$ cat src/include/bstap_consts.vh
// Constants for the boundary-scan test access port controller.
// Included by bare name; definitions only.
`ifndef BSTAP_CONSTS_VH
`define BSTAP_CONSTS_VH
// ----------------------------------------
// Register widths
// ----------------------------------------
`define BSTAP_IR_W 8
`define BSTAP_BND_W 48
`define BSTAP_CTL_W 3
`define BSTAP_ID_W 32
// ----------------------------------------
// Reset and capture values
// ----------------------------------------
`define BSTAP_IR_RESET 8'h81
`define BSTAP_IR_CAPTURE 8'h81
`define BSTAP_CTL_RESET 3'h2
`define BSTAP_CTL_SIGCOMP 3'h2
// Identity value is arbitrary and neutral
`define BSTAP_ID_VALUE 32'h12345679
// ----------------------------------------
// Boundary cells with defined reset values
// ----------------------------------------
`define BSTAP_BND_CLR_HI 47
`define BSTAP_BND_CLR_LO 46
`define BSTAP_BND_SET_HI 45
`define BSTAP_BND_SET_LO 44
// Whole-chain reset image: cells 47-46 low, 45-44 high, rest low
`define BSTAP_BND_RESET 48'h3000_0000_0000
// ----------------------------------------
// Instruction opcodes (bit 7 is even parity)
// ----------------------------------------
`define BSTAP_OP_EXTEST 8'h00
`define BSTAP_OP_SAMPLE 8'h82
`define BSTAP_OP_IDCODE 8'h81
`define BSTAP_OP_BYPASS 8'hFF
`define BSTAP_OP_RUNT 8'h09
`define BSTAP_OP_CTLREG 8'h0A
// ----------------------------------------
// Controller states
// ----------------------------------------
`define BSTAP_ST_RESET 4'hF
`define BSTAP_ST_IDLE 4'hC
`define BSTAP_ST_SELDR 4'h7
`define BSTAP_ST_CAPDR 4'h6
`define BSTAP_ST_SHDR 4'h2
`define BSTAP_ST_EX1DR 4'h1
`define BSTAP_ST_PADR 4'h3
`define BSTAP_ST_EX2DR 4'h0
`define BSTAP_ST_UPDR 4'h5
`define BSTAP_ST_SELIR 4'h4
`define BSTAP_ST_CAPIR 4'hE
`define BSTAP_ST_SHIR 4'hA
`define BSTAP_ST_EX1IR 4'h9
`define BSTAP_ST_PAIR 4'hB
`define BSTAP_ST_EX2IR 4'h8
`define BSTAP_ST_UPIR 4'hD
`endif

$ cat src/design/bstap_word_buf.v
// Two-entry buffer with valid and ready on both sides.
// Assumes one clock and an active-low asynchronous reset.
`timescale 1ns/1ps
`default_nettype none
module bstap_word_buf #(
  parameter W = 48
) (
  input wire ref_clk,
  input wire rst_n,
  input wire inValid,
  output wire inReady,
  input wire [W-1:0] inData,
  output wire outValid,
  input wire outReady,
  output wire [W-1:0] outData
);
  // ----------------------------------------
  // Storage
  // ----------------------------------------
  reg [W-1:0] slot0; // Entry 0
  reg [W-1:0] slot1; // Entry 1
  reg wrIdx; // Write index
  reg rdIdx; // Read index
  reg [1:0] count; // Words held
  wire doWrite = inValid && (count != 2'h2);
  wire doRead = (count != 2'h0) && outReady;
  assign inReady = (count != 2'h2);
  assign outValid = (count != 2'h0);
  assign outData = rdIdx ? slot1 : slot0;
  // Pointer and count update
  always @(posedge ref_clk or negedge rst_n) begin
    if (!rst_n) begin
      slot0 <= {W{1'b0}};
      slot1 <= {W{1'b0}};
      wrIdx <= 1'b0;
      rdIdx <= 1'b0;
      count <= 2'h0;
    end else begin
      if (doWrite) begin
        if (wrIdx) begin
          slot1 <= inData;
        end else begin
          slot0 <= inData;
        end
        wrIdx <= ~wrIdx;
      end
      if (doRead) begin
        rdIdx <= ~rdIdx;
      end
      // Simultaneous read and write keep count
      if (doWrite && !doRead) begin
        count <= count + 2'h1;
      end else if (doRead && !doWrite) begin
        count <= count - 2'h1;
      end
    end
  end
endmodule
`default_nettype wire

$ cat src/design/bstap_controller.v
// Test access port controller with instruction and data scan paths.
// Assumes test clock, mode and data arrive asynchronous to ref_clk and are
// synchronised here; the update word leaves through a two-entry buffer.
`include "bstap_consts.vh"
`timescale 1ns/1ps
`default_nettype none
// Function
// RULE1: sample on rising test clock, drive on falling
// RULE2: eight-bit instruction register
// RULE3: four data chains: 48, 3, 1, 32 bits
// RULE4: sixteen states stepped by mode input
// RULE5: power-up in reset state, test logic off
// RULE6: mode high five cycles reaches reset
// RULE7: reset loads instruction 10000001
// RULE8: cells 47-46 cleared, 45-44 set
// RULE9: control chain reset to 010
// RULE10: master passes idle before test operations
// RULE11: control operations run only in idle; ctlRunning here stays high one ref_clk cycle after idle is left
// RULE12: select states do nothing, leave next
// RULE13: capture-DR loads chain on leaving edge
// RULE14: shift entry drives output with bit 0
// RULE15: one shift per edge, none at entry
// RULE16: exit1 returns output to high impedance
// RULE17: return to shift without recapture
// RULE18: pause holds scan contents intact
// RULE19: update-DR latches on falling edge
// RULE20: capture-IR loads fixed 10000001
// RULE21: update-IR activates instruction on falling edge
// RULE22: only one register in scan path
// RULE23: parity bit seven; unknown acts bypass
// RULE24: bypass cell captures zero
// RULE25: control chain unchanged at capture
// RULE26: boundary chain shifts 47 down to 0
// RULE27: standard transition graph
module bstap_controller (
  input wire ref_clk,
  input wire rst_n,
  input wire testClk,
  input wire testMode,
  input wire testDataIn,
  output reg testDataOut,
  output reg testDataOutEn_n,
  output reg [3:0] tapState,
  output reg [7:0] activeInstr,
  output reg testModeActive,
  output reg [2:0] ctlOp,
  output reg ctlRunning,
  output reg updValid,
  input wire updReady,
  output reg [47:0] updWord
);
  // ----------------------------------------
  // Input synchronisers
  // ----------------------------------------
  reg [1:0] clkSync; // Test clock, two stages
  reg [1:0] modeSync; // Mode select, two stages
  reg [1:0] dataSync; // Serial data, two stages
  reg clkLast; // Previous synced clock for edges
  // Two flops per input; only stage 1 is read
  always @(posedge ref_clk or negedge rst_n) begin
    if (!rst_n) begin
      clkSync <= 2'h0;
      modeSync <= 2'h3;
      dataSync <= 2'h3;
      clkLast <= 1'b0;
    end else begin
      clkSync <= {clkSync[0], testClk};
      modeSync <= {modeSync[0], testMode};
      dataSync <= {dataSync[0], testDataIn};
      clkLast <= clkSync[1];
    end
  end
  wire riseEdge = clkSync[1] && !clkLast; // [RULE1]
  wire fallEdge = !clkSync[1] && clkLast; // [RULE1]
  wire tms = modeSync[1];
  wire tdi = dataSync[1];
  // ----------------------------------------
  // Helper functions
  // ----------------------------------------
  // Next state from graph and mode level
  function [3:0] nextOf;
    input [3:0] st;
    input m;
    begin
      case (st)
        `BSTAP_ST_RESET: nextOf = m ? `BSTAP_ST_RESET : `BSTAP_ST_IDLE;
        `BSTAP_ST_IDLE: nextOf = m ? `BSTAP_ST_SELDR : `BSTAP_ST_IDLE;
        `BSTAP_ST_SELDR: nextOf = m ? `BSTAP_ST_SELIR : `BSTAP_ST_CAPDR;
        `BSTAP_ST_CAPDR: nextOf = m ? `BSTAP_ST_EX1DR : `BSTAP_ST_SHDR;
        `BSTAP_ST_SHDR: nextOf = m ? `BSTAP_ST_EX1DR : `BSTAP_ST_SHDR;
        `BSTAP_ST_EX1DR: nextOf = m ? `BSTAP_ST_UPDR : `BSTAP_ST_PADR;
        `BSTAP_ST_PADR: nextOf = m ? `BSTAP_ST_EX2DR : `BSTAP_ST_PADR;
        `BSTAP_ST_EX2DR: nextOf = m ? `BSTAP_ST_UPDR : `BSTAP_ST_SHDR;
        `BSTAP_ST_UPDR: nextOf = m ? `BSTAP_ST_SELDR : `BSTAP_ST_IDLE;
        `BSTAP_ST_SELIR: nextOf = m ? `BSTAP_ST_RESET : `BSTAP_ST_CAPIR;
        `BSTAP_ST_CAPIR: nextOf = m ? `BSTAP_ST_EX1IR : `BSTAP_ST_SHIR;
        `BSTAP_ST_SHIR: nextOf = m ? `BSTAP_ST_EX1IR : `BSTAP_ST_SHIR;
        `BSTAP_ST_EX1IR: nextOf = m ? `BSTAP_ST_UPIR : `BSTAP_ST_PAIR;
        `BSTAP_ST_PAIR: nextOf = m ? `BSTAP_ST_EX2IR : `BSTAP_ST_PAIR;
        `BSTAP_ST_EX2IR: nextOf = m ? `BSTAP_ST_UPIR : `BSTAP_ST_SHIR;
        `BSTAP_ST_UPIR: nextOf = m ? `BSTAP_ST_SELDR : `BSTAP_ST_IDLE;
        default: nextOf = `BSTAP_ST_RESET;
      endcase
    end
  endfunction
  // Even parity over all eight bits is valid
  function parityOk;
    input [7:0] op;
    begin
      parityOk = ~^op;
    end
  endfunction
  // Chain select: 0 bypass, 1 boundary, 2 control, 3 identity
  function [1:0] chainOf;
    input [7:0] op;
    begin
      if (!parityOk(op)) begin
        chainOf = 2'h0; // [RULE23]
      end else begin
        case (op)
          `BSTAP_OP_EXTEST: chainOf = 2'h1;
          `BSTAP_OP_SAMPLE: chainOf = 2'h1;
          `BSTAP_OP_RUNT: chainOf = 2'h0;
          `BSTAP_OP_CTLREG: chainOf = 2'h2;
          `BSTAP_OP_IDCODE: chainOf = 2'h3;
          default: chainOf = 2'h0; // [RULE23]
        endcase
      end
    end
  endfunction
  // ----------------------------------------
  // Controller state
  // ----------------------------------------
  wire [3:0] stNext = nextOf(tapState, tms); // [RULE27]
  // Mode high walks any state home within five edges
  always @(posedge ref_clk or negedge rst_n) begin
    if (!rst_n) begin
      tapState <= `BSTAP_ST_RESET; // [RULE5]
    end else if (riseEdge) begin
      tapState <= stNext; // [RULE4] [RULE6] [RULE12]
    end
  end
  // ----------------------------------------
  // Shift chains
  // ----------------------------------------
  reg [7:0] irShift; // Instruction shift stage [RULE2]
  reg [47:0] bndShift; // Boundary cell chain [RULE3]
  reg [2:0] ctlShift; // Boundary control chain [RULE3]
  reg bypShift; // Bypass cell [RULE3]
  reg [31:0] idShift; // Identity chain [RULE3]
  reg [47:0] bndLatch; // Boundary update latches
  wire [1:0] chain = chainOf(activeInstr);
  wire inReset = (tapState == `BSTAP_ST_RESET);
  // Capture, shift and reset on rising edges
  always @(posedge ref_clk or negedge rst_n) begin
    if (!rst_n) begin
      irShift <= `BSTAP_IR_RESET;
      bndShift <= `BSTAP_BND_RESET;
      ctlShift <= `BSTAP_CTL_RESET;
      bypShift <= 1'b0;
      idShift <= 32'h0;
    end else if (riseEdge) begin
      if (inReset) begin
        irShift <= `BSTAP_IR_RESET; // [RULE7]
        bndShift[`BSTAP_BND_CLR_HI:`BSTAP_BND_CLR_LO] <= 2'h0; // [RULE8]
        bndShift[`BSTAP_BND_SET_HI:`BSTAP_BND_SET_LO] <= 2'h3; // [RULE8]
      end
      case (tapState)
        `BSTAP_ST_CAPIR: begin
          irShift <= `BSTAP_IR_CAPTURE; // [RULE20]
        end
        `BSTAP_ST_SHIR: begin
          irShift <= {tdi, irShift[7:1]}; // [RULE15]
        end
        `BSTAP_ST_CAPDR: begin
          // Only the selected chain loads [RULE13] [RULE22]
          case (chain)
            2'h1: bndShift <= bndLatch;
            2'h3: idShift <= `BSTAP_ID_VALUE;
            2'h2: ctlShift <= ctlShift; // [RULE25]
            default: bypShift <= 1'b0; // [RULE24]
          endcase
        end
        `BSTAP_ST_SHDR: begin
          // Cell 0 nearest the output [RULE15] [RULE26]
          case (chain)
            2'h1: bndShift <= {tdi, bndShift[47:1]};
            2'h2: ctlShift <= {tdi, ctlShift[2:1]};
            2'h3: idShift <= {tdi, idShift[31:1]};
            default: bypShift <= tdi;
          endcase
        end
        // Exit and pause states hold chains [RULE17] [RULE18]
        default: begin
        end
      endcase
    end
  end
  // ----------------------------------------
  // Falling-edge outputs and updates
  // ----------------------------------------
  reg [2:0] ctlLatch; // Control operation latch
  wire inShiftIr = (tapState == `BSTAP_ST_SHIR);
  wire inShiftDr = (tapState == `BSTAP_ST_SHDR);
  reg serialBit; // Bit 0 of the path in scan
  // Pick the bit for the output pin
  always @* begin
    serialBit = 1'b0;
    if (inShiftIr) begin
      serialBit = irShift[0]; // [RULE22]
    end else begin
      case (chain)
        2'h1: serialBit = bndShift[0];
        2'h2: serialBit = ctlShift[0];
        2'h3: serialBit = idShift[0];
        default: serialBit = bypShift;
      endcase
    end
  end
  // Outputs change only on falling edges of the test clock
  always @(posedge ref_clk or negedge rst_n) begin
    if (!rst_n) begin
      testDataOut <= 1'b0;
      testDataOutEn_n <= 1'b1;
      activeInstr <= `BSTAP_IR_RESET;
      ctlLatch <= `BSTAP_CTL_RESET;
      bndLatch <= `BSTAP_BND_RESET;
      testModeActive <= 1'b0;
      ctlOp <= `BSTAP_CTL_RESET;
    end else if (fallEdge) begin
      // Enable only while shifting; exit1 floats it [RULE14] [RULE16]
      testDataOutEn_n <= !(inShiftIr || inShiftDr);
      testDataOut <= serialBit; // [RULE14]
      if (inReset) begin
        activeInstr <= `BSTAP_IR_RESET; // [RULE7]
        ctlLatch <= `BSTAP_CTL_RESET; // [RULE9]
        ctlOp <= `BSTAP_CTL_RESET; // [RULE9]
        bndLatch[`BSTAP_BND_CLR_HI:`BSTAP_BND_CLR_LO] <= 2'h0; // [RULE8]
        bndLatch[`BSTAP_BND_SET_HI:`BSTAP_BND_SET_LO] <= 2'h3; // [RULE8]
        testModeActive <= 1'b0; // [RULE5]
      end else if (tapState == `BSTAP_ST_UPIR) begin
        activeInstr <= irShift; // [RULE21]
        // Test mode only for the drive-out instruction
        testModeActive <= (irShift == `BSTAP_OP_EXTEST);
      end else if (tapState == `BSTAP_ST_UPDR) begin
        // Identity and bypass have no latches [RULE19]
        if (chain == 2'h1) begin
          bndLatch <= bndShift;
        end else if (chain == 2'h2) begin
          // Operation output moves with its latch, not a fall later
          ctlLatch <= ctlShift;
          ctlOp <= ctlShift;
        end
      end
    end
  end
  // Operation flag follows the state every cycle, so it drops one cycle after
  // the controller leaves idle instead of half a test clock later
  always @(posedge ref_clk or negedge rst_n) begin
    if (!rst_n) begin
      ctlRunning <= 1'b0;
    end else begin
      ctlRunning <= (tapState == `BSTAP_ST_IDLE) && (activeInstr == `BSTAP_OP_RUNT); // [RULE11]
    end
  end
  // ----------------------------------------
  // Update word buffer
  // ----------------------------------------
  wire bufInReady; // Buffer has room
  wire bufOutValid; // Buffer has a word
  wire [47:0] bufOutData; // Head word
  reg pushReq; // Push request, held until accepted
  reg [47:0] pushWord; // Word pushed
  reg pushPend; // Push waiting for room
  // Boundary update pushes; waits while buffer is full
  always @(posedge ref_clk or negedge rst_n) begin
    if (!rst_n) begin
      pushPend <= 1'b0;
      pushWord <= 48'h0;
    end else if (fallEdge && tapState == `BSTAP_ST_UPDR && chain == 2'h1) begin
      pushPend <= 1'b1;
      pushWord <= bndShift;
    end else if (pushPend && bufInReady) begin
      pushPend <= 1'b0;
    end
  end
  always @* begin
    pushReq = pushPend;
  end
  bstap_word_buf #(.W(48)) uBuf (
    .ref_clk(ref_clk),
    .rst_n(rst_n),
    .inValid(pushReq),
    .inReady(bufInReady),
    .inData(pushWord),
    .outValid(bufOutValid),
    .outReady(!updValid || updReady),
    .outData(bufOutData)
  );
  // Output stage registered from buffer head
  always @(posedge ref_clk or negedge rst_n) begin
    if (!rst_n) begin
      updValid <= 1'b0;
      updWord <= 48'h0;
    end else if (!updValid || updReady) begin
      updValid <= bufOutValid;
      updWord <= bufOutData;
    end
  end
endmodule
`default_nettype wire

$ cat config.mk
export PLATFORM = sky130hd
export DESIGN_NAME = bstap_controller
export DESIGN_NICKNAME = d
export VERILOG_FILES = /design/src/design/bstap_word_buf.v /design/src/design/bstap_controller.v
export VERILOG_INCLUDE_DIRS = /design/src /design/src/include
export SDC_FILE = /design/constraint.sdc
export NUM_CORES = 1
export LEC_CHECK = 0
export ABC_AREA = 1
export ABC_CLOCK_PERIOD_IN_PS = 5000
export BUFFER_PORTS_ARGS = -buffer_cell sky130_fd_sc_hd__buf_2
export CAP_MARGIN = 20
export CELL_PAD_IN_SITES_DETAIL_PLACEMENT = 0
export CELL_PAD_IN_SITES_GLOBAL_PLACEMENT = 1
export CORE_MARGIN = 8
export CORE_UTILIZATION = 53
export CTS_BUF_LIST = sky130_fd_sc_hd__clkbuf_8
export DETAILED_ROUTE_END_ITERATION = 10
export HOLD_SLACK_MARGIN = 0.1
export PLACE_DENSITY = 0.84
export SYNTH_ARGS = -nofsm -noshare
export SYNTH_HDL_FRONTEND = slang
export SYNTH_HIERARCHICAL = 1
export SYNTH_SLANG_ARGS = --single-unit
$ cat constraint.sdc
create_clock -name ref_clk -period 5 [get_ports ref_clk]
set_input_delay 0.25 -clock ref_clk [delete_from_list [all_inputs] [get_ports ref_clk]]
set_output_delay 0.25 -clock ref_clk [all_outputs]
set_load 0.05 [all_outputs]
==> results of run 1 <==
[critical path, delay by kind of cell (launching register included)]
family                     cells  cell delay, ps
adders and majority gates      1             320
DFF                            1             540
buffers and inverters          4            1110
and+or+nand+nor                5             590
AOI/OAI and AO/OA              1             210
[layer usage]
metal  global-route usage (%)  up-vias  share of wire [%]
li1                         -     5845                  -
met1                     27.3     5587                 49
met2                     30.5      238                 44
met3                     3.77       59                5.3
met4                     5.35        0                1.7
met5                        0        -                  0
[flip-flops by register name, summed over array words and instances (netlist names), 2 cells and up]
name         cells
activeInstr      8
bndLatch        48
bndShift        48
clkSync          2
ctlOp            3
ctlShift         3
dataSync         2
idShift         32
irShift          8
modeSync         2
pushWord        48
tapState         4
uBuf/count       2
uBuf/slot0      48
uBuf/slot1      48
updWord         48
[logic make-up after synthesis]
logic type	share of synthesized area (%)
adder cells (fa/ha/maj)	0.710
AO/OA/AOI/OAI	7.71
AND/OR/NAND/NOR	21.9
flip-flops	57.5
multiplexers	3.41
buffers and inverters	8.63
XOR/XNOR	0.0552
[layout make-up]
cell class / count / area share, %
Clock buffer: 77 / 6.02
Inverter: 228 / 4.87
Tap cell: 390 / 2.77
Clock inverter: 36 / 0.852
Sequential cell: 364 / 51.8
Timing Repair Buffer: 92 / 3.14
Multi-Input combinational cell: 1094 / 30.5
[layout by cell type (no fill, tap or decap), types with 2 or more instances in the layout]
master / synthesis / routed
mux2_2: 48 / 48
inv_1: 209 / 237
a21oi_1: 5 / 5
clkinv_2: 1 / 7
buf_4: 6 / 13
nor4_1: 2 / 2
o21ai_1: 37 / 37
nor2_2: 5 / 5
dfstp_2: 19 / 19
buf_12: 0 / 2
o31ai_1: 2 / 2
nand2_4: 2 / 2
o22ai_1: 50 / 50
nand2_1: 620 / 619
dfrtp_1: 345 / 344
clkbuf_8: 0 / 77
nor3_4: 2 / 2
nor2_4: 3 / 3
clkinvlp_4: 0 / 2
nand4_1: 100 / 100
nor2_1: 30 / 30
inv_2: 18 / 18
a22oi_1: 5 / 5
dlygate4sd3_1: 0 / 4
ha_1: 9 / 9
buf_2: 42 / 72
nand3_1: 40 / 39
nand3_2: 4 / 5
o21ai_0: 120 / 120
[worst max path at each step]
| stage | from | endpoint | slack (ps) | cells after the start |
|---|---|---|---|---|
| floorplan | activeInstr[0] | bndShift[38] | 2670 | 12 |
| global placement | activeInstr[0] | pushPend | 2100 | 11 |
| detailed placement | activeInstr[0] | pushPend | 2020 | 11 |
| CTS | activeInstr[0] | pushPend | 2000 | 11 |
| global route | activeInstr[0] | pushPend | 1660 | 11 |
| finish | activeInstr[0] | pushPend | 2000 | 11 |
[power by group through the flow]
stage | registers [mW] | clock network, mW | logic, mW
2_1_floorplan | 3.73 | 0 | 1.26
3_3_place_gp | 3.65 | 0 | 1.76
3_5_place_dp | 3.66 | 0 | 1.80
4_1_cts | 3.61 | 2.61 | 1.81
5_1_grt | 3.66 | 2.75 | 2.03
6_report | 3.61 | 2.53 | 1.79
[through the flow]
stage,area [µm²],power [mW]
6_report,17600,7.93
5_1_grt,17600,8.43
3_3_place_gp,16400,5.41
3_5_place_dp,16400,5.45
2_1_floorplan,15900,4.99
4_1_cts,17600,8.02
==> impl_metrics.csv, run 1 <==
group,metric,value,unit
logic_synthesis,synth_area_leaders,"dfrtp_1 54%, nand2_1 15%, inv_1 4.9%",
timing,final_max_slew_viol_count,0,
routing,routed_wl,34.0,mm
power_and_ir_drop,p_leak,9.91,nW
place,dpl_worst_slack,2020,ps
timing,worst_clock_skew,20.3,ps
logic_synthesis,yosysUniqueCellTypes,39,
timing,timing.hold.ws,286,ps
setup_path,cp.arrival,3400,ps
layout,drive_above_1_share,14.9,%
setup_path,critPathMaxFanout,53,
timing,relSlewSlack,30.1,%
global_routing,grt_first_pass_wirelength,58.8,mm
floorplan,fp.dieH,189,µm
routing,post-route-drc-count,0,
logic_synthesis,ys_seq_elements,364,
outcome,status,"finished clean",
floorplan,num_io_pins,74,
logic_synthesis,syn-num-nets,1803,
logic_synthesis,synth_area_per_cell,8.88,µm²
timing,finalSetupTns,0,ps
worst_hold_path,min_path_type,"input port to flip-flop",
global_routing,antenna_found_initial,0,
clocking,cts_root_buf,"clkbuf_8",
setup_path,slowest_stage,"inv_2",
routing,vias,11700,
layout,multi_input_area,0.00538,mm²
setup_path,cp-start-kind,"flip-flop",
power_and_ir_drop,pwr-share-comb,22.6,%
global_routing,grt_pass1_vias,11700,
floorplan,core-area,0.0296,mm²
logic_synthesis,synth-seq-area-share,57.5,%
global_routing,grtUsageTotal,19.4,%
layout,num-fill-cells,2681,
timing,rsz0062_at_grt,"false",
global_routing,grt_max_degree,136,
layout,area_growth,11.0,%
place,io_buffer_count,73,
worst_hold_path,min-delay-start,"testDataIn",
logic_synthesis,ys_async_sr_fraction,100,%
clocking,post_cts.resized_instances,0,
floorplan,rows,63,
logic_synthesis,synth_area,0.0159,mm²
layout,antennaDiodeCount,0,
logic_synthesis,yosysMostFrequentCell,"nand2_1",
timing,worstMarginPinSlew,1050,ps
setup_path,regToRegSetupSlack,2000,ps
global_routing,gr-total-overflow,0,
power_and_ir_drop,swShare,34.3,%
setup_path,reg2reg_depth,11,
timing,layout_setup_ws,2000,ps
logic_synthesis,ys.flop_type,"dfrtp_1",
power_and_ir_drop,clkPwrFrac,31.9,%
floorplan,start_util,53.7,%
power_and_ir_drop,ir_drop,0.000359,V
clocking,clk_path_buf_depth,3,
layout,final_nets,1855,
clocking,cts-htree-levels,2,
power_and_ir_drop,p_int,5.21,mW
timing,fin_crit_sh,59.9,%
logic_synthesis,synth_top_area_share,54.4,%
logic_synthesis,yosys-top-cells-count,"620 x nand2_1, 345 x dfrtp_1, 209 x inv_1",
logic_synthesis,synth_edf_count,0,
routing,vias_per_cell,5.14,
logic_synthesis,yosys_warnings,6,
setup_path,end_kind,"flip-flop",
routing,ant_nets,0,
setup_path,rr_endpoint,"pushPend",
setup_path,crit_required,5410,ps
layout,instances_no_fill,2281,
setup_path,r2r-start,"activeInstr[0]",
logic_synthesis,synth_top_area_cell,"dfrtp_1",
place,dpl.hpwl,20.1,mm
power_and_ir_drop,power_frac_seq,45.5,%
place,placed_cells,2164,
floorplan,die_area,0.0357,mm²
timing,max_freq,334,MHz
layout,fin_util,59.6,%
setup_path,crit_chain,"inv_1 > ha_1 > nand2_1 > inv_1 > nor2_1 > nand2_1 > nand4_4 > nor3_4 > buf_4 > inv_2 > o21ai_0",
place,gp_congestion,0.817,
routing,drtPass1Iterations,5,
clocking,post-cts-setup-buffers,0,
worst_hold_path,whs_endpoint,"dataSync[0]",
routing,wire_per_inst,14.9,µm
logic_synthesis,synthCells,1788,
routing,drt_iter0_drc,885,
clocking,clock_sinks,364,
clocking,cts_tree,"yes",
timing,setup_violations,0,
setup_path,cpPeakStageDelay,730,ps
power_and_ir_drop,power.density,450,mW/mm²
job,cap_violations,0,
setup_path,crit_type,"flip-flop to flip-flop",
layout,seqCellArea,0.00913,mm²
timing,hold_viol,0,
timing,layout_min_cycle_time,3000,ps
clocking,cts_made_buffers,60,
clocking,worstSkewPairLatency,600,ps
clocking,holdBufCountCts,4,
floorplan,die_x,189,µm
clocking,path_clk_slew,60,ps
power_and_ir_drop,p_sw,2.72,mW
worst_hold_path,whs_path_depth,2,
(Power assumes the default switching activity.)
==> run 2: changes to the inputs <==
--- a/config.mk
+++ b/config.mk
@@ -7,17 +7,17 @@
 export NUM_CORES = 1
 export LEC_CHECK = 0
 export ABC_AREA = 1
-export ABC_CLOCK_PERIOD_IN_PS = 5000
+export ABC_CLOCK_PERIOD_IN_PS = 3140
 export BUFFER_PORTS_ARGS = -buffer_cell sky130_fd_sc_hd__buf_2
 export CAP_MARGIN = 20
 export CELL_PAD_IN_SITES_DETAIL_PLACEMENT = 0
 export CELL_PAD_IN_SITES_GLOBAL_PLACEMENT = 1
 export CORE_MARGIN = 8
-export CORE_UTILIZATION = 53
+export CORE_UTILIZATION = 49
 export CTS_BUF_LIST = sky130_fd_sc_hd__clkbuf_8
 export DETAILED_ROUTE_END_ITERATION = 10
 export HOLD_SLACK_MARGIN = 0.1
-export PLACE_DENSITY = 0.84
+export PLACE_DENSITY = 0.78
 export SYNTH_ARGS = -nofsm -noshare
 export SYNTH_HDL_FRONTEND = slang
 export SYNTH_HIERARCHICAL = 1
==> constraint.sdc (replaced) <==
create_clock -name ref_clk -period 3.14 [get_ports ref_clk]
set_input_delay 0.157 -clock ref_clk [delete_from_list [all_inputs] [get_ports ref_clk]]
set_output_delay 0.157 -clock ref_clk [all_outputs]
set_load 0.05 [all_outputs]
==> impl_metrics.csv, run 2 (same netlist as run 1, synthesis figures left out) <==
group,metric,value,unit
global_routing,grt_first_pass_wirelength,61.0,mm
power_and_ir_drop,p_leak,10.0,nW
layout,layout_commonest_cell,"nand2_1",
setup_path,cp-start-kind,"flip-flop",
setup_path,regToRegSetupSlack,550,ps
routing,routed_wl,35.3,mm
place,io_buffer_count,73,
timing,fin_crit_sh,82.4,%
layout,antennaDiodeCount,0,
clocking,path_clk_slew,60,ps
timing,hold_viol,0,
timing,layout_min_cycle_time,2590,ps
worst_hold_path,min_path_type,"input port to flip-flop",
routing,wire_per_inst,15.2,µm
layout,final_cell_mix,"619 x nand2_1, 344 x dfrtp_1, 241 x inv_1, 120 x o21ai_0, 100 x nand4_1",
routing,ant_nets,0,
setup_path,critPathMaxFanout,44,
global_routing,grt_pass1_vias,11800,
floorplan,rows,66,
power_and_ir_drop,ir_drop,0.000586,V
timing,worst_clock_skew,26.0,ps
place,placed_cell_area,0.0166,mm²
global_routing,antenna_found_initial,0,
setup_path,startpoint,"activeInstr[0]",
clocking,cts_made_buffers,61,
timing,relSlewSlack,41.2,%
timing,rsz0062_at_grt,"false",
floorplan,num_io_pins,74,
floorplan,core-area,0.0322,mm²
global_routing,use_met3,3.20,%
timing,worstMarginPinSlew,882,ps
setup_path,r2r-start,"activeInstr[0]",
layout,drive_above_1_share,15.3,%
floorplan,fp.dieH,196,µm
job,cap_violations,0,
setup_path,rr_endpoint,"idShift[3]",
floorplan,start_util,49.3,%
place,gp_congestion,0.844,
floorplan,die_x,196,µm
clocking,cts-htree-levels,2,
setup_path,cp.arrival,3050,ps
global_routing,top_usage_layer,"met2",
place,placed_cells,2197,
power_and_ir_drop,power.density,711,mW/mm²
clocking,clock_sinks,364,
timing,max_freq,386,MHz
layout,instances_no_fill,2315,
outcome,status,"finished clean",
global_routing,grtUsageTotal,19.0,%
setup_path,reg2reg_depth,12,
global_routing,grt_max_degree,106,
layout,area_growth,12.4,%
clocking,clk_path_buf_depth,3,
clocking,cts_root_buf,"clkbuf_8",
setup_path,crit_type,"flip-flop to flip-flop",
global_routing,use_met2,29.3,%
routing,vias_per_cell,5.13,
setup_path,end_kind,"flip-flop",
timing,final_max_slew_viol_count,0,
timing,finalSetupTns,0,ps
timing,setup_violations,0,
place,dpl.hpwl,21.3,mm
routing,post-route-drc-count,0,
routing,vias,11900,
global_routing,use_met1,27.6,%
clocking,post_cts.resized_instances,0,
global_routing,gr-total-overflow,0,
layout,design_area,0.0178,mm²
routing,drtPass1Iterations,5,
setup_path,crit_required,3610,ps
floorplan,die_area,0.0384,mm²
clocking,cts_tree,"yes",
setup_path,endpoint,"idShift[3]",
clocking,worstSkewPairLatency,600,ps
routing,drt_iter0_drc,671,
layout,final_nets,1872,
==> run 2: changes by cell type in the layout (fill, tap and decap cells not counted), sizes merged <==
cell	change
buf	+15
inv	+4
clkinv	-3
clkinvlp	-1
dlygate4sd3	+1
==> run 2: power by group <==
part	total, mW	switching, mW	internal, mW
combinational	2.91	2.14	0.771
sequential	5.74	0.384	5.36
clock	4.03	1.84	2.18
total	12.7	4.37	8.31
==> run 2: layer usage <==
layer  routed length, µm  vias to the layer above  share of wire [%]
li1                    -                     5876                  -
met1               17700                     5745                 50
met2               15400                      212                 44
met3                1640                       51                4.6
met4                 561                        0                1.6
met5                   0                        -                  0
==> run 2: stage by stage <==
step	total power, mW	hold slack (ps)	utilization (%)	setup slack [ps]
5_1_grt	13.5	180	55.4	231
3_3_place_gp	8.68	264	51.5	643
2_1_floorplan	7.95	-139	-	805
3_5_place_dp	8.74	266	51.5	535
6_report	12.7	223	55.4	552
4_1_cts	12.8	184	55.4	534
==> run 2: layout make-up <==
| cell class | instances | area [µm²] |
|---|---|---|
| Inverter | 228 | 857 |
| Multi-Input combinational cell | 1094 | 5380 |
| Fill cell | 3039 | 14400 |
| Clock buffer | 77 | 1060 |
| Clock inverter | 36 | 143 |
| Sequential cell | 364 | 9130 |
| Tap cell | 408 | 510 |
| Timing Repair Buffer | 108 | 763 |
==> run 2: how the worst min path moves through the flow <==
stage / start / end / slack, ps / depth (start not counted)
final: testClk / clkSync[0] / 220 / 2
after global routing: testDataIn / dataSync[0] / 180 / 2
after CTS: testMode / modeSync[0] / 180 / 2
after detailed placement: testMode / modeSync[0] / 270 / 1
after global placement: testDataIn / dataSync[0] / 260 / 1
after floorplan: rst_n / activeInstr[1] / -140 / 0
==> run 2: critical path, cell delays in order, from the launching register on <==
cell,delay [ps]
dfstp_2,540
inv_1,70
ha_1,320
nand2_1,90
inv_1,40
nor2_1,80
nand2_1,140
nand3_1,250
inv_2,80
nand3_2,80
clkinv_2,390
o21ai_0,330
inv_1,60
==> run 2: what timing repair did <==
item	4_1_cts	5_1_grt
endpoints found under the hold margin	101	0
setup buffers	0	0
setup endpoints to repair	0	0
hold buffers	5	0
==> run 3: changes to the inputs <==
--- a/config.mk
+++ b/config.mk
@@ -7,7 +7,7 @@
 export NUM_CORES = 1
 export LEC_CHECK = 0
 export ABC_AREA = 1
-export ABC_CLOCK_PERIOD_IN_PS = 3140
+export ABC_CLOCK_PERIOD_IN_PS = 2600
 export BUFFER_PORTS_ARGS = -buffer_cell sky130_fd_sc_hd__buf_2
 export CAP_MARGIN = 20
 export CELL_PAD_IN_SITES_DETAIL_PLACEMENT = 0
==> constraint.sdc (replaced) <==
create_clock -name ref_clk -period 2.6 [get_ports ref_clk]
set_input_delay 0.13 -clock ref_clk [delete_from_list [all_inputs] [get_ports ref_clk]]
set_output_delay 0.13 -clock ref_clk [all_outputs]
set_load 0.05 [all_outputs]
==> impl_metrics.csv, run 3 (same netlist as run 1, synthesis figures left out) <==
group,metric,value,unit
setup_path,cp-start-kind,"flip-flop",
floorplan,core-area,0.0322,mm²
setup_path,crit_type,"flip-flop to flip-flop",
worst_hold_path,min_path_type,"input port to async pin",
routing,vias,11800,
floorplan,die_x,196,µm
layout,drive_above_1_share,16.3,%
floorplan,num_io_pins,74,
layout,antennaDiodeCount,0,
power_and_ir_drop,clkPwrFrac,33.4,%
global_routing,grt_first_pass_wirelength,59.9,mm
clocking,path_clk_slew,60,ps
layout,layout_commonest_cell,"nand2_1",
routing,ant_nets,0,
routing,post-route-drc-count,0,
setup_path,crit_chain,"inv_1 > ha_1 > nand2_1 > inv_1 > nor2_1 > nand2_1 > nand4_4 > nor3_4 > buf_4 > o21ai_0",
clocking,post_cts.resized_instances,0,
layout,fin_util,55.9,%
clocking,cts_made_buffers,61,
setup_path,critPathMaxFanout,37,
floorplan,rows,66,
layout,final_nets,1877,
place,dpl.hpwl,21.9,mm
routing,routed_wl,34.8,mm
setup_path,cp.arrival,2820,ps
setup_path,cpPeakStageDelay,540,ps
global_routing,antenna_found_initial,0,
setup_path,path_buf_inv,3,
place,io_buffer_count,73,
timing,relSlewSlack,52.5,%
global_routing,gr-total-overflow,0,
place,gp_congestion,0.796,
clocking,clock_sinks,364,
global_routing,grtUsageTotal,18.6,%
timing,setup_violations,0,
timing,layout_min_cycle_time,2370,ps
timing,worst_clock_skew,23.3,ps
timing,worstMarginPinSlew,713,ps
power_and_ir_drop,ir_drop,0.000675,V
power_and_ir_drop,p_leak,10.1,nW
job,cap_violations,0,
timing,hold_viol,0,
setup_path,regToRegSetupSlack,230,ps
layout,area_growth,13.5,%
routing,drtPass1Iterations,5,
clocking,worstSkewPairLatency,610,ps
layout,multi_input_area,0.00538,mm²
routing,wire_per_inst,15.0,µm
layout,seqCellArea,0.00913,mm²
power_and_ir_drop,power_frac_seq,44.3,%
setup_path,critPathTopFamily,"simple AND/OR/NAND/NOR gates",
power_and_ir_drop,p_int,10.4,mW
outcome,status,"finished clean",
layout,num-fill-cells,3013,
setup_path,slowest_stage,"dfstp_2",
clocking,cts_tree,"yes",
timing,final_max_slew_viol_count,0,
clocking,cts_root_buf,"clkbuf_8",
power_and_ir_drop,power.density,873,mW/mm²
setup_path,end_kind,"flip-flop",
layout,final_cell_mix,"619 x nand2_1, 344 x dfrtp_1, 226 x inv_1, 120 x o21ai_0, 100 x nand4_1",
power_and_ir_drop,swShare,33.8,%
floorplan,die_area,0.0384,mm²
clocking,clk_path_buf_depth,3,
routing,drt_iter0_drc,673,
clocking,cts-htree-levels,2,
global_routing,grt_max_degree,89,
timing,max_freq,423,MHz
timing,rsz0062_at_grt,"false",
floorplan,fp.dieH,196,µm
power_and_ir_drop,p_sw,5.32,mW
power_and_ir_drop,pwr-share-comb,22.2,%
timing,finalSetupTns,0,ps
floorplan,start_util,49.3,%
global_routing,grt_pass1_vias,11800,
timing,fin_crit_sh,91.0,%
setup_path,crit_required,3050,ps
routing,vias_per_cell,5.07,
-- run 3: cell count changes in the layout (fill, tap and decap cells not counted), sizes merged --
cell	delta
dlygate4sd3	-1
bufinv	+2
clkbuf	+4
buf	+6
inv	-15
clkinvlp	+2
clkinv	+6
-- run 3: routing by layer --
metal | wire length, µm | share of wire (%) | vias up | track usage [%]
li1 | - | - | 5896 | -
met1 | 17100 | 49 | 5591 | 26.0
met2 | 15600 | 45 | 212 | 29.5
met3 | 1510 | 4.3 | 55 | 3.24
met4 | 632 | 1.8 | 0 | 5.56
met5 | 0 | 0 | - | 0
-- run 3: power by group through the flow --
stage	sequential [mW]	clock (mW)	combinational (mW)
5_1_grt	7.07	5.69	3.97
6_report	6.97	5.26	3.50
4_1_cts	6.97	5.42	3.55
3_5_place_dp	7.07	0	3.53
3_3_place_gp	7.05	0	3.48
2_1_floorplan	7.17	0	2.42
-- run 3: per-stage QoR --
step                hold slack (ps)  instances  cell area, µm²  setup slack (ps)  total power [mW]
floorplan                      -166       1788           15900               265              9.60
global placement                189       2203           16700               343              10.5
detailed placement              193       2203           16700               250              10.6
CTS                             131       2319           18000               239              15.9
global route                    143       2319           18000              54.7              16.7
finish                          123       2319           18000               234              15.7
-- run 3: final timing paths --
check / start / endpoint / depth (start not counted)
max in group asynchronous: rst_n / pushWord[0] / 3
hold / removal: rst_n / uBuf/rdIdx / 2
min in group ref_clk: testMode / modeSync[0] / 2
setup / recovery: activeInstr[0] / bndLatch[7] / 10
hold reg to reg: clkSync[0] / clkSync[1] / 0
setup reg to reg: activeInstr[0] / bndLatch[7] / 10
-- run 3: timing repair --
action | 4_1_cts | 5_1_grt
buffers inserted | 0 | 0
setup endpoints to repair | 0 | 0
endpoints found under the hold margin | 308 | 0
hold buffers | 4 | 0
-- run 3: area by class of cell --
cell class,count,area share (%)
sequential,364,50.7
multi-input combinational,1094,29.8
clock buffer,81,6.19
inverter,228,4.76
timing repair buffer,113,4.64
tap,408,2.83
clock inverter,31,1.06
